===== src/pkg/dcrs_map.vh =====
// constants for the disk cache read sequencer
`ifndef DCRS_MAP_VH
`define DCRS_MAP_VH
`define DCRS_OP_RD_HA      8'h1A
`define DCRS_OP_RD_HA_MT   8'h9A
`define DCRS_OP_RD_TDR     8'h16
`define DCRS_OP_RD_TDR_MT  8'h96
`define DCRS_OP_RD_CNT     8'h12
`define DCRS_OP_RD_CNT_MT  8'h92
`define DCRS_OP_RD_DATA    8'h06
`define DCRS_OP_RD_DATA_MT 8'h86
`define DCRS_OP_RD_KD      8'h0E
`define DCRS_OP_RD_KD_MT   8'h8E
`define DCRS_OP_RD_CKD     8'h1E
`define DCRS_OP_RD_CKD_MT  8'h9E
`define DCRS_OP_RD_MULTI   8'h5E
`define DCRS_OP_RD_LOAD    8'h02
`define DCRS_OP_RD_SECTOR  8'h22
`define DCRS_OP_SPACE_CNT  8'h0F
`define DCRS_OP_SEARCH_MSK 8'h31
`define DCRS_HA_LEN        16'h0005
`define DCRS_CNT_LEN       16'h0008
`define DCRS_GAP2          2'h2
`define DCRS_GAP3          2'h3
`define DCRS_SLOT_EMPTY    2'h0
`define DCRS_SLOT_FULL     2'h1
`define DCRS_SLOT_PARTIAL  2'h2
`define DCRS_SLOT_TWO_PART 2'h3
`define DCRS_LOAD_REC      8'h01
`endif


===== src/dcrs_seq.v =====
// disk cache read sequencer: command decode, tag sequencing, cache hit/miss
`timescale 1ns/1ns
`default_nettype none
`include "dcrs_map.vh"
module dcrs_seq (
    // clock and reset
    input  wire        clk_sys_in,
    input  wire        srst_in,
    // channel command side
    input  wire        cmd_valid_in,
    input  wire [7:0]  cmd_op_in,
    input  wire        cmd_chained_in,
    input  wire        chain_has_search_in,
    input  wire        chain_has_write_in,
    output reg         cmd_busy_out,
    output reg         chan_end_out,
    output reg         dev_end_out,
    output reg         unit_check_out,
    output reg         cmd_reject_out,
    output reg         cmd_retry_out,
    // channel data
    output reg         chan_valid_out,
    output reg  [7:0]  chan_data_out,
    // disk side (pins, synchronised)
    input  wire        disk_valid_in,
    input  wire [7:0]  disk_data_in,
    input  wire        disk_index_in,
    input  wire        disk_area_end_in,
    input  wire [7:0]  disk_rec_in,
    input  wire        disk_last_rec_in,
    input  wire        disk_ecc_bad_in,
    output reg         disk_tag_out,
    output reg  [1:0]  disk_gap_out,
    // cache side
    input  wire        cache_track_hit_in,
    input  wire        cache_rec_hit_in,
    input  wire [1:0]  cache_slot_form_in,
    input  wire        cache_valid_in,
    input  wire [7:0]  cache_data_in,
    input  wire        cache_area_end_in,
    input  wire        cache_last_rec_in,
    input  wire        cache_ha_pos_in,
    output reg         cache_rd_out,
    output reg         cache_wr_out,
    output reg  [7:0]  cache_wr_data_out,
    output reg         cache_mru_out,
    output reg         cache_append_out
);
    // ==========================================================
    // states
    localparam [3:0] ST_IDLE = 4'h0, ST_TAG = 4'h1, ST_GAP = 4'h2, ST_CNT = 4'h3,
                     ST_KEY = 4'h4, ST_DATA = 4'h5, ST_END = 4'h6, ST_ORIENT = 4'h7,
                     ST_PROMO = 4'h8, ST_HA = 4'h9, ST_SKIP = 4'hA;
    // ==========================================================
    // input synchronisers for disk pins
    reg [12:0] dsk_s1_reg, dsk_s2_reg;
    reg [7:0]  dd_s1_reg, dd_s2_reg, dr_s1_reg, dr_s2_reg;
    always @(posedge clk_sys_in) begin
        dsk_s1_reg <= {disk_valid_in, disk_index_in, disk_area_end_in, disk_last_rec_in,
                       disk_ecc_bad_in, 8'h00};
        dsk_s2_reg <= dsk_s1_reg;
        dd_s1_reg  <= disk_data_in;
        dd_s2_reg  <= dd_s1_reg;
        dr_s1_reg  <= disk_rec_in;
        dr_s2_reg  <= dr_s1_reg;
    end
    wire d_valid = dsk_s2_reg[12];
    wire d_index = dsk_s2_reg[11];
    wire d_aend  = dsk_s2_reg[10];
    wire d_last  = dsk_s2_reg[9];
    wire d_ecc   = dsk_s2_reg[8];
    // ==========================================================
    // opcode decode
    function [3:0] dcrs_kind;
        input [7:0] op;
        begin
            if (op == `DCRS_OP_RD_HA || op == `DCRS_OP_RD_HA_MT) dcrs_kind = 4'h1;
            else if (op == `DCRS_OP_RD_TDR || op == `DCRS_OP_RD_TDR_MT) dcrs_kind = 4'h2;
            else if (op == `DCRS_OP_RD_CNT || op == `DCRS_OP_RD_CNT_MT) dcrs_kind = 4'h3;
            else if (op == `DCRS_OP_RD_DATA || op == `DCRS_OP_RD_DATA_MT) dcrs_kind = 4'h4;
            else if (op == `DCRS_OP_RD_KD || op == `DCRS_OP_RD_KD_MT) dcrs_kind = 4'h5;
            else if (op == `DCRS_OP_RD_CKD || op == `DCRS_OP_RD_CKD_MT) dcrs_kind = 4'h6;
            else if (op == `DCRS_OP_RD_MULTI) dcrs_kind = 4'h7;
            else if (op == `DCRS_OP_RD_LOAD) dcrs_kind = 4'h8;
            else dcrs_kind = 4'h0;
        end
    endfunction
    localparam [3:0] K_HA = 4'h1, K_TDR = 4'h2, K_CNT = 4'h3, K_DATA = 4'h4, K_KD = 4'h5,
                     K_CKD = 4'h6, K_MULTI = 4'h7, K_LOAD = 4'h8;
    // ==========================================================
    // sequencer registers
    reg [3:0] state_reg;
    reg [3:0] kind_reg;
    reg       from_cache_reg;   // serving from cache
    reg       fill_reg;         // copying to cache while reading disk
    reg       after_cnt_reg;    // last command left us past a count area
    reg       wrapped_reg;      // index passed during this command
    wire [3:0] k_in = dcrs_kind(cmd_op_in);
    // read chain: search plus read, no write; load and space never promote
    wire read_chain = chain_has_search_in && !chain_has_write_in;
    wire promo_ok   = read_chain && (k_in != K_LOAD);
    wire src_valid  = from_cache_reg ? cache_valid_in : d_valid;
    wire [7:0] src_data = from_cache_reg ? cache_data_in : dd_s2_reg;
    wire src_aend   = from_cache_reg ? cache_area_end_in : d_aend;
    wire src_last   = from_cache_reg ? cache_last_rec_in : d_last;
    wire moving = (state_reg == ST_HA) || (state_reg == ST_CNT) || (state_reg == ST_KEY)
                  || (state_reg == ST_DATA);
    wire zero_rec = (dr_s2_reg == 8'h00);
    // ==========================================================
    // main state machine
    always @(posedge clk_sys_in) begin
        if (srst_in) begin
            // every output and state bit low in reset
            state_reg         <= ST_IDLE;
            kind_reg          <= 4'h0;
            from_cache_reg    <= 1'b0;
            fill_reg          <= 1'b0;
            after_cnt_reg     <= 1'b0;
            wrapped_reg       <= 1'b0;
            cmd_busy_out      <= 1'b0;
            chan_end_out      <= 1'b0;
            dev_end_out       <= 1'b0;
            unit_check_out    <= 1'b0;
            cmd_reject_out    <= 1'b0;
            cmd_retry_out     <= 1'b0;
            chan_valid_out    <= 1'b0;
            chan_data_out     <= 8'h00;
            disk_tag_out      <= 1'b0;
            disk_gap_out      <= 2'h0;
            cache_rd_out      <= 1'b0;
            cache_wr_out      <= 1'b0;
            cache_wr_data_out <= 8'h00;
            cache_mru_out     <= 1'b0;
            cache_append_out  <= 1'b0;
        end else begin
            // pulses fall back low unless set below
            chan_end_out   <= 1'b0;
            dev_end_out    <= 1'b0;
            unit_check_out <= 1'b0;
            cmd_reject_out <= 1'b0;
            cmd_retry_out  <= 1'b0;
            chan_valid_out <= 1'b0;
            disk_tag_out   <= 1'b0;
            cache_wr_out   <= 1'b0;
            cache_mru_out  <= 1'b0;

            // data move to channel, and concurrent fill of cache on a miss
            if (moving && src_valid) begin
                chan_valid_out    <= 1'b1;
                chan_data_out     <= src_data;
                cache_wr_out      <= fill_reg;
                cache_wr_data_out <= src_data;
            end

            case (state_reg)
            ST_IDLE: begin
                // no prerequisite command is ever checked
                if (cmd_valid_in) begin
                    kind_reg     <= k_in;
                    cmd_busy_out <= 1'b1;
                    wrapped_reg  <= 1'b0;
                    if (k_in == 4'h0) begin
                        // unknown opcode: ending status with reject at once
                        chan_end_out   <= 1'b1;
                        dev_end_out    <= 1'b1;
                        unit_check_out <= 1'b1;
                        cmd_reject_out <= 1'b1;
                        cmd_busy_out   <= 1'b0;
                    end else if (promo_ok && cache_track_hit_in && !cache_rec_hit_in
                                 && cache_slot_form_in == `DCRS_SLOT_PARTIAL) begin
                        // partial slot without the record: retry, then promote
                        cmd_retry_out  <= 1'b1;
                        from_cache_reg <= 1'b0;
                        fill_reg       <= 1'b0;
                        state_reg      <= ST_ORIENT;
                    end else begin
                        // read-chain hit on a non-empty slot: cache only; otherwise disk, copied only on a read-chain miss other than load
                        from_cache_reg <= cache_track_hit_in && read_chain
                                          && cache_slot_form_in != `DCRS_SLOT_EMPTY;
                        fill_reg       <= promo_ok && !cache_track_hit_in;
                        cache_rd_out   <= cache_track_hit_in && read_chain;
                        cache_mru_out  <= cache_track_hit_in;
                        state_reg      <= ST_TAG;
                    end
                end
            end

            ST_TAG: begin
                // one disk tag per command read from disk, plus one per further record for read multiple;
                // a read-chain hit on a non-empty slot, or a promoted track, sends no tag and goes from here straight to an area state, not to the gap state
                disk_tag_out <= !from_cache_reg;
                if (kind_reg == K_HA || kind_reg == K_TDR) begin
                    disk_gap_out <= 2'h0;
                    state_reg    <= ST_HA;
                end else if (kind_reg == K_DATA || kind_reg == K_KD
                             || kind_reg == K_LOAD) begin
                    disk_gap_out <= `DCRS_GAP2;
                    if (from_cache_reg)
                        state_reg <= (kind_reg == K_KD) ? ST_KEY : ST_DATA;
                    else
                        state_reg <= ST_GAP;
                end else begin
                    disk_gap_out <= `DCRS_GAP3;
                    state_reg    <= from_cache_reg ? ST_CNT : ST_GAP;
                end
            end

            ST_GAP: begin
                // clock over the gap; record zero runs past whole
                if (src_aend) begin
                    if (after_cnt_reg && disk_gap_out == `DCRS_GAP2) begin
                        // chained from a count: same record, no record test
                        state_reg <= (kind_reg == K_KD) ? ST_KEY : ST_SKIP;
                    end else if (!zero_rec) begin
                        if (kind_reg == K_LOAD && dr_s2_reg != `DCRS_LOAD_REC)
                            state_reg <= ST_GAP;
                        else if (disk_gap_out == `DCRS_GAP2)
                            state_reg <= (kind_reg == K_KD) ? ST_KEY : ST_SKIP;
                        else
                            state_reg <= ST_CNT;
                    end
                end
                if (d_index) wrapped_reg <= 1'b1;
            end

            // key area clocked over without sending it
            ST_SKIP: if (src_aend) state_reg <= ST_DATA;

            ST_HA: if (src_aend) begin
                if (kind_reg == K_HA) begin
                    unit_check_out <= d_ecc && !from_cache_reg;
                    state_reg      <= ST_END;
                end else state_reg <= ST_CNT;
            end

            ST_CNT: if (src_aend) begin
                after_cnt_reg <= 1'b1;
                state_reg     <= (kind_reg == K_CNT) ? ST_END : ST_KEY;
            end

            ST_KEY: if (src_aend) state_reg <= ST_DATA;

            ST_DATA: if (src_aend) begin
                after_cnt_reg <= 1'b0;
                if (kind_reg == K_MULTI && !src_last) begin
                    disk_tag_out <= !from_cache_reg;
                    disk_gap_out <= `DCRS_GAP3;
                    state_reg    <= ST_GAP;
                end else state_reg <= ST_END;
            end

            ST_END: begin
                // channel end and device end together, then idle
                chan_end_out <= 1'b1;
                dev_end_out  <= 1'b1;
                cmd_busy_out <= 1'b0;
                cache_rd_out <= 1'b0;
                fill_reg     <= 1'b0;
                if (!cmd_chained_in) after_cnt_reg <= 1'b0;
                state_reg    <= ST_IDLE;
            end

            ST_ORIENT: if (d_index) begin
                cache_append_out <= 1'b1;
                fill_reg         <= 1'b1;
                state_reg        <= ST_PROMO;
            end

            ST_PROMO: begin
                // copy from home address up to the cached partial image
                if (d_valid) begin
                    cache_wr_out      <= 1'b1;
                    cache_wr_data_out <= dd_s2_reg;
                end
                if (cache_ha_pos_in) begin
                    cache_append_out <= 1'b0;
                    fill_reg         <= 1'b0;
                    from_cache_reg   <= 1'b1;
                    cache_rd_out     <= 1'b1;
                    cache_mru_out    <= 1'b1;
                    state_reg        <= ST_TAG;
                end
            end

            default: state_reg <= ST_IDLE;
            endcase
        end
    end
endmodule // dcrs_seq
`default_nettype wire


===== config.mk =====
export PLATFORM = sky130hd
export DESIGN_NAME = dcrs_seq
export DESIGN_NICKNAME = d
export VERILOG_FILES = /design/src/dcrs_seq.v
export VERILOG_INCLUDE_DIRS = /design/src /design/src/pkg
export SDC_FILE = /design/constraint.sdc
export NUM_CORES = 1
export LEC_CHECK = 0
export BUFFER_PORTS_ARGS = -buffer_cell sky130_fd_sc_hd__buf_2
export CORE_MARGIN = 2
export CORE_UTILIZATION = 49
export CTS_CLUSTER_SIZE = 16
export DETAILED_ROUTE_END_ITERATION = 7
export GPL_TIMING_DRIVEN = 0
export MAX_ROUTING_LAYER = met4
export PLACE_DENSITY_LB_ADDON = 0.05
export SETUP_SLACK_MARGIN = 0.02
export SYNTH_ARGS = -nofsm -noshare
export SYNTH_HDL_FRONTEND = slang
export SYNTH_SLANG_ARGS = --single-unit

===== constraint.sdc =====
create_clock -name clk_sys_in -period 5.92 [get_ports clk_sys_in]
set_clock_uncertainty 0.1 [all_clocks]
set_input_delay 0.592 -clock clk_sys_in [delete_from_list [all_inputs] [get_ports clk_sys_in]]
set_output_delay 0.592 -clock clk_sys_in [all_outputs]
set_load 0.01 [all_outputs]

==> impl_metrics.env, run 1 <==
export IMPL_outcome="finished, violations left"
export IMPL_violations="DRC"
export IMPL_min_delay_path_depth=0
export IMPL_setup_viol=0
export IMPL_synthArstFlopShare_pct=0
export IMPL_fmax_mhz=417
export IMPL_cts_buffers=9
export IMPL_synth_area_sq_mm=0.00328
export IMPL_postCtsSetupBuffers=0
export IMPL_post_route_drc_count=9
export IMPL_grt_pass1_wl_mm=12.8
export IMPL_num_nets_final=491
export IMPL_cp_end_kind="flop"
export IMPL_min_period_over_period_pct=40.5
export IMPL_die_w_um=85.9
export IMPL_root_buffer="clkbuf_8"
export IMPL_peakVddDrop_v=0.000228
export IMPL_fin_tns_setup_ns=0
export IMPL_drt_pass1_iter_count=8
export IMPL_track_usage_pct=23.0
export IMPL_hp_class="flop to flop"
export IMPL_clk_latency_ns=0.35
export IMPL_final_layout_size_suffix_gt1_share_pct=27.9
export IMPL_wl_per_cell_um=15.3
export IMPL_reg2reg_depth=5
export IMPL_slew_headroom_pct=39.3
export IMPL_place_ws_ns=3.25
export IMPL_fp_row_count=29
export IMPL_ant_nets=0
export IMPL_finalWirelength_mm=8.01
export IMPL_yosysUniqueCellTypes=68
export IMPL_vias=2909
export IMPL_grt_max_degree=16
export IMPL_core_sq_mm=0.00642
export IMPL_startpoint="cmd_op_in[5]"
export IMPL_vias_per_cell=5.57
export IMPL_clock_sinks=82
export IMPL_num_io_pins=81
export IMPL_dpl_hpwl_mm=5.80
export IMPL_critPathArrivalTime_ns=2.54
export IMPL_ctsResizeCount=0
export IMPL_grt_ovfl_total=0
export IMPL_h_tree_depth=3
export IMPL_fin_worst_hold_slack_ns=0.230
export IMPL_path_clk_slew_ns=0.08
export IMPL_cts_tree="built"
export IMPL_dieArea_sq_mm=0.00737
export IMPL_antenna_found_initial=0
export IMPL_area_delta_synth_final_pct=21.5
export IMPL_worst_pin_slew_ns=0.898
export IMPL_hp_start="dsk_s1_reg[10]"
export IMPL_hold_viol_final=0
export IMPL_grt_pass1_vias=2783
export IMPL_ctsHoldBuffers=0
export IMPL_final_max_slew_violation_count=0
export IMPL_rsz0062_at_grt="false"
export IMPL_first_iter_violations=183
export IMPL_power_leakage_nw=1.70
export IMPL_port_buffer_count=80
export IMPL_ff_latch_area_sq_mm=0.00164
export IMPL_critPathKind="input pin to flop"
export IMPL_synth_nets=400
export IMPL_diodes=0
export IMPL_crit_required_ns=6.06
export IMPL_avgSynthCellArea_sq_um=9.41
export IMPL_max_cap_viol_count=0
export IMPL_post_route_min_period_ns=2.40
export IMPL_final_common_cell="buf_2"
export IMPL_place_inst=506
export IMPL_routabilityCongestion=0.903
export IMPL_yosys_register_bits=82
export IMPL_synth_edf_count=0
export IMPL_synthCells=349
export IMPL_layout_setup_ws_ns=3.52
export IMPL_nFillCells=568
export IMPL_layout_common_cells="buf_2 (88), dfxtp_1 (82), nand2_1 (32)"
export IMPL_r2r_start="state_reg[2]"
export IMPL_yosysSeqAreaShare_pct=50.0
export IMPL_pwr_density_cell_mw_per_mm2=413
export IMPL_startpoint_type="input pin"
export IMPL_ys_warn_count=0
export IMPL_clockBufferDepth=2
export IMPL_initial_utilization_pct=51.1
export IMPL_multi_input_area_sq_mm=0.00149
export IMPL_worst_path_max_fanout=6
export IMPL_ys_flop_type="dfxtp_1"
export IMPL_die_y_um=85.9
export IMPL_stdcell_count=522
==> kinds of logic (layout without fill, tap and decap cells) <==
logic type / Yosys count / in the layout / synth area share, %
buffers and inverters: 33 / 129 / 4.53
AOI/OAI and AO/OA: 103 / 103 / 21.9
muxes: 2 / 2 / 0.648
DFF: 82 / 82 / 50.0
and+or+nand+nor: 125 / 125 / 21.9
xor gates and xnor gates: 4 / 4 / 1.07
==> per-stage QoR <==
step	utilization, %	cell area [sq um]	total power, mW
after floorplan	-	3280	1.06
after global placement	58.9	3780	1.23
after detailed placement	58.9	3780	1.23
after CTS	62.1	3990	1.65
after global routing	62.1	3990	1.74
final	62.1	3990	1.65
==> synthesized netlist by cell type, drive strengths merged, types with 2 or more instances <==
cell type / count / share of area (%)
a2111oi: 4 / 1.3
a211o: 4 / 1.1
a211oi: 18 / 4.4
a21o: 3 / 0.69
a21oi: 23 / 3.5
and2: 2 / 0.46
and3: 3 / 0.57
and3b: 2 / 0.53
and4b: 2 / 0.61
buf: 12 / 2.1
clkbuf: 11 / 1.3
dfxtp: 82 / 50
inv: 10 / 1.1
nand2: 32 / 3.7
nand2b: 3 / 0.57
nand3: 2 / 0.30
nand3b: 2 / 0.46
nand4: 2 / 0.38
nand4b: 2 / 0.53
nor2: 23 / 2.6
nor2b: 16 / 3.0
nor3: 13 / 2.0
nor3b: 3 / 0.84
nor4: 3 / 1.0
nor4b: 6 / 1.6
o211ai: 2 / 0.61
o21ai: 25 / 3.8
o221a: 2 / 0.69
o221ai: 2 / 0.53
o311a: 2 / 0.61
o31ai: 3 / 0.69
or4b: 3 / 1.0
xor2: 3 / 0.80
==> area by class of cell <==
class | count | share of cell area (%)
timing repair buffer | 80 | 10.0
tap | 77 | 2.41
clock buffer | 10 | 3.45
sequential | 82 | 41.1
buffer | 23 | 2.79
inverter | 10 | 0.941
clock inverter | 6 | 1.79
multi-input combinational | 234 | 37.4
==> worst max-delay path: stages <==
cell      delay (ns)
buf_2           0.10
nor3b_2         0.30
o31ai_1         0.25
a211oi_1        0.71
o311ai_0        0.31
o221a_1         0.28
==> per-layer routing <==
layer,up-vias,global-route usage (%),wire length (um)
met1,1350,29.5,3740
met3,8,4.14,451
li1,1452,-,-
met4,0,11.1,102
met5,-,-,0
met2,99,35.2,3720
==> report_power, final <==
part           internal, mW  leakage (nW)  switching (mW)
combinational         0.221         0.918           0.330
sequential            0.634         0.681          0.0430
clock                 0.212         0.105           0.207
total                  1.07          1.70           0.580
==> worst paths after layout <==
path,endpoint,slack (ns)
max,state_reg[3],3.52
min,dsk_s2_reg[10],0.23
max reg2reg,state_reg[3],3.63
min reg2reg,dsk_s2_reg[10],0.23
Power figures use the tool's default switching activity.
==> run 2, diff against run 1 <==
--- a/config.mk
+++ b/config.mk
@@ -6,9 +6,10 @@
 export SDC_FILE = /design/constraint.sdc
 export NUM_CORES = 1
 export LEC_CHECK = 0
+export ABC_AREA = 1
 export BUFFER_PORTS_ARGS = -buffer_cell sky130_fd_sc_hd__buf_2
 export CORE_MARGIN = 2
-export CORE_UTILIZATION = 49
+export CORE_UTILIZATION = 47
 export CTS_CLUSTER_SIZE = 16
 export DETAILED_ROUTE_END_ITERATION = 7
 export GPL_TIMING_DRIVEN = 0
==> constraint.sdc (replaced) <==
create_clock -name clk_sys_in -period 2.2 [get_ports clk_sys_in]
set_clock_uncertainty 0.1 [all_clocks]
set_input_delay 0.22 -clock clk_sys_in [delete_from_list [all_inputs] [get_ports clk_sys_in]]
set_output_delay 0.22 -clock clk_sys_in [all_outputs]
set_load 0.01 [all_outputs]
==> run 2 against run 1 <==
  * The flow now finishes without violations
  * Utilization decreased by 0.84 points
  * Final cell count increased by 18%
  * Critical path type is now flop to flop
  * Clock power increased by 140%
  * Final area increased by 2.6%
==> impl_metrics.env, run 2 <==
export IMPL_setup_viol=0
export IMPL_antenna_found_initial=0
export IMPL_max_cap_viol_count=0
export IMPL_ant_nets=0
export IMPL_port_buffer_count=80
export IMPL_pwr_density_cell_mw_per_mm2=709
export IMPL_outcome="finished clean"
export IMPL_diodes=0
export IMPL_final_common_cell="nand2_1"
export IMPL_ys_warn_count=0
export IMPL_drt_pass1_iter_count=5
export IMPL_post_route_min_period_ns=2.04
export IMPL_yosys_area_top_type_share_pct=51.3
export IMPL_track_usage_pct=23.0
export IMPL_cts_tree="built"
export IMPL_clock_sinks=82
export IMPL_final_layout_size_suffix_gt1_share_pct=22.8
export IMPL_grt_max_degree=17
export IMPL_vias=2999
export IMPL_synth_edf_count=0
export IMPL_layout_common_cells="nand2_1 (107), dfxtp_1 (82), buf_2 (81)"
export IMPL_dpl_instance_area_sq_mm=0.00370
export IMPL_clk_latency_ns=0.35
export IMPL_dieArea_sq_mm=0.00749
export IMPL_final_max_slew_violation_count=0
export IMPL_ys_flop_type="dfxtp_1"
export IMPL_cp_end_kind="flop"
export IMPL_root_buffer="clkbuf_8"
export IMPL_cts_buffers=9
export IMPL_grt_pass1_wl_mm=12.9
export IMPL_hp_class="input pin to flop"
export IMPL_final_area_sq_mm=0.00410
export IMPL_synthArstFlopShare_pct=0
export IMPL_worst_path_max_fanout=8
export IMPL_path_clk_slew_ns=0.09
export IMPL_routabilityCongestion=0.895
export IMPL_synthCells=419
export IMPL_h_tree_depth=3
export IMPL_power_leakage_nw=2.00
export IMPL_synth_common_cells="nand2_1 (107), dfxtp_1 (82), inv_1 (50), nor2_1 (36), a21oi_1 (33)"
export IMPL_initial_utilization_pct=47.9
export IMPL_area_delta_synth_final_pct=27.9
export IMPL_vias_per_cell=4.87
export IMPL_num_nets_final=582
export IMPL_grt_pass1_vias=2806
export IMPL_startpoint_type="flop"
export IMPL_first_iter_violations=198
export IMPL_critPathKind="flop to flop"
export IMPL_crit_required_ns=2.33
export IMPL_synth_area_sq_mm=0.00320
export IMPL_fmax_mhz=490
export IMPL_critPathArrivalTime_ns=2.17
export IMPL_die_w_um=86.6
export IMPL_hold_viol_final=0
export IMPL_finalWirelength_mm=7.96
export IMPL_dpl_hpwl_mm=5.75
export IMPL_synth_most_common_cell="nand2_1"
export IMPL_yosys_register_bits=82
export IMPL_ys_top_cells_by_area="dfxtp_1 (51%), nand2_1 (13%), inv_1 (5.9%), a21oi_1 (5.2%), nor2_1 (4.2%)"
export IMPL_min_period_over_period_pct=92.7
export IMPL_avgSynthCellArea_sq_um=7.64
export IMPL_synth_nets=470
export IMPL_yosysSeqAreaShare_pct=51.2
export IMPL_yosysUniqueCellTypes=32
export IMPL_wl_per_cell_um=12.9
export IMPL_grt_ovfl_total=0
export IMPL_clockBufferDepth=2
export IMPL_ctsResizeCount=0
export IMPL_worst_pin_slew_ns=0.724
export IMPL_fin_tns_setup_ns=0
export IMPL_slew_headroom_pct=51.4
export IMPL_num_io_pins=81
export IMPL_rsz0062_at_grt="false"
export IMPL_die_y_um=86.6
export IMPL_post_route_drc_count=0
export IMPL_yosys_area_top_type="dfxtp_1"
export IMPL_fp_row_count=30
export IMPL_core_sq_mm=0.00668
export IMPL_peakVddDrop_v=0.000488
run 2: logic make-up (layout without fill, tap and decap cells):
logic type             count (synthesis)  in the layout  share of synthesized area, %
DFF                                   82             82                          51.2
buffers and inverters                 63            180                          7.66
muxes                                  1              1                         0.313
AOI/OAI and AO/OA                     69             69                          12.3
and+or+nand+nor                      204            204                          28.5
run 2: final timing paths:
check / depth (start not counted) / start / slack [ns] / end
setup / recovery: 6 / state_reg[3] / 0.16 / cache_wr_data_out[6]
hold / removal: 2 / srst_in / 0.01 / chan_valid_out
setup reg to reg: 6 / state_reg[3] / 0.16 / cache_wr_data_out[6]
hold reg to reg: 0 / dsk_s1_reg[10] / 0.23 / dsk_s2_reg[10]
run 2: per-layer routing:
layer / vias to the layer above / track usage [%] / share of wire, %
li1: 1576 / - / -
met1: 1307 / 30.0 / 47
met2: 101 / 34.8 / 44
met3: 15 / 4.29 / 6.7
met4: 0 / 10.5 / 2.8
met5: - / - / 0
run 2: power by group:
part | leakage (nW) | internal (mW) | switching, mW
clock network | 0.0886 | 0.427 | 0.575
registers | 0.678 | 1.55 | 0.0276
logic | 1.23 | 0.136 | 0.193
run 2: final cells by class:
type                       count  area (sq um)
buffer                         6          31.3
inverter                      57           214
sequential                    82          1640
fill                         630          2590
timing repair buffer         101           611
clock buffer                   9           124
tap                           80           100
clock inverter                 7          57.6
multi-input combinational    274          1320
run 2: what timing repair did:
item / CTS / global route
endpoints found under the setup margin: 0 / 0
endpoints found under the hold margin: 21 / 0
buffers inserted: 0 / 0
hold buffers: 21 / 0
run 2: critical path, stage by stage, from the launching register on:
cell	delay, ns
dfxtp_1	0.36
inv_1	0.09
nor2_2	0.25
nand2_1	0.22
o21ai_1	0.63
a21oi_1	0.08
o21bai_1	0.19
run 2: stage by stage:
stage | power (mW) | util (%) | hold WS, ns | setup slack, ns | std cells
final | 2.90 | 61.3 | 0.00983 | 0.161 | 616
after global routing | 3.06 | 61.3 | 0.0160 | 0.0357 | 616
after CTS | 2.93 | 61.3 | 0.00251 | 0.213 | 616
after detailed placement | 1.91 | 55.4 | 0.212 | 0.226 | 579
after global placement | 1.90 | 55.4 | 0.210 | 0.246 | 579
after floorplan | 1.79 | - | 0.148 | 0.688 | 419
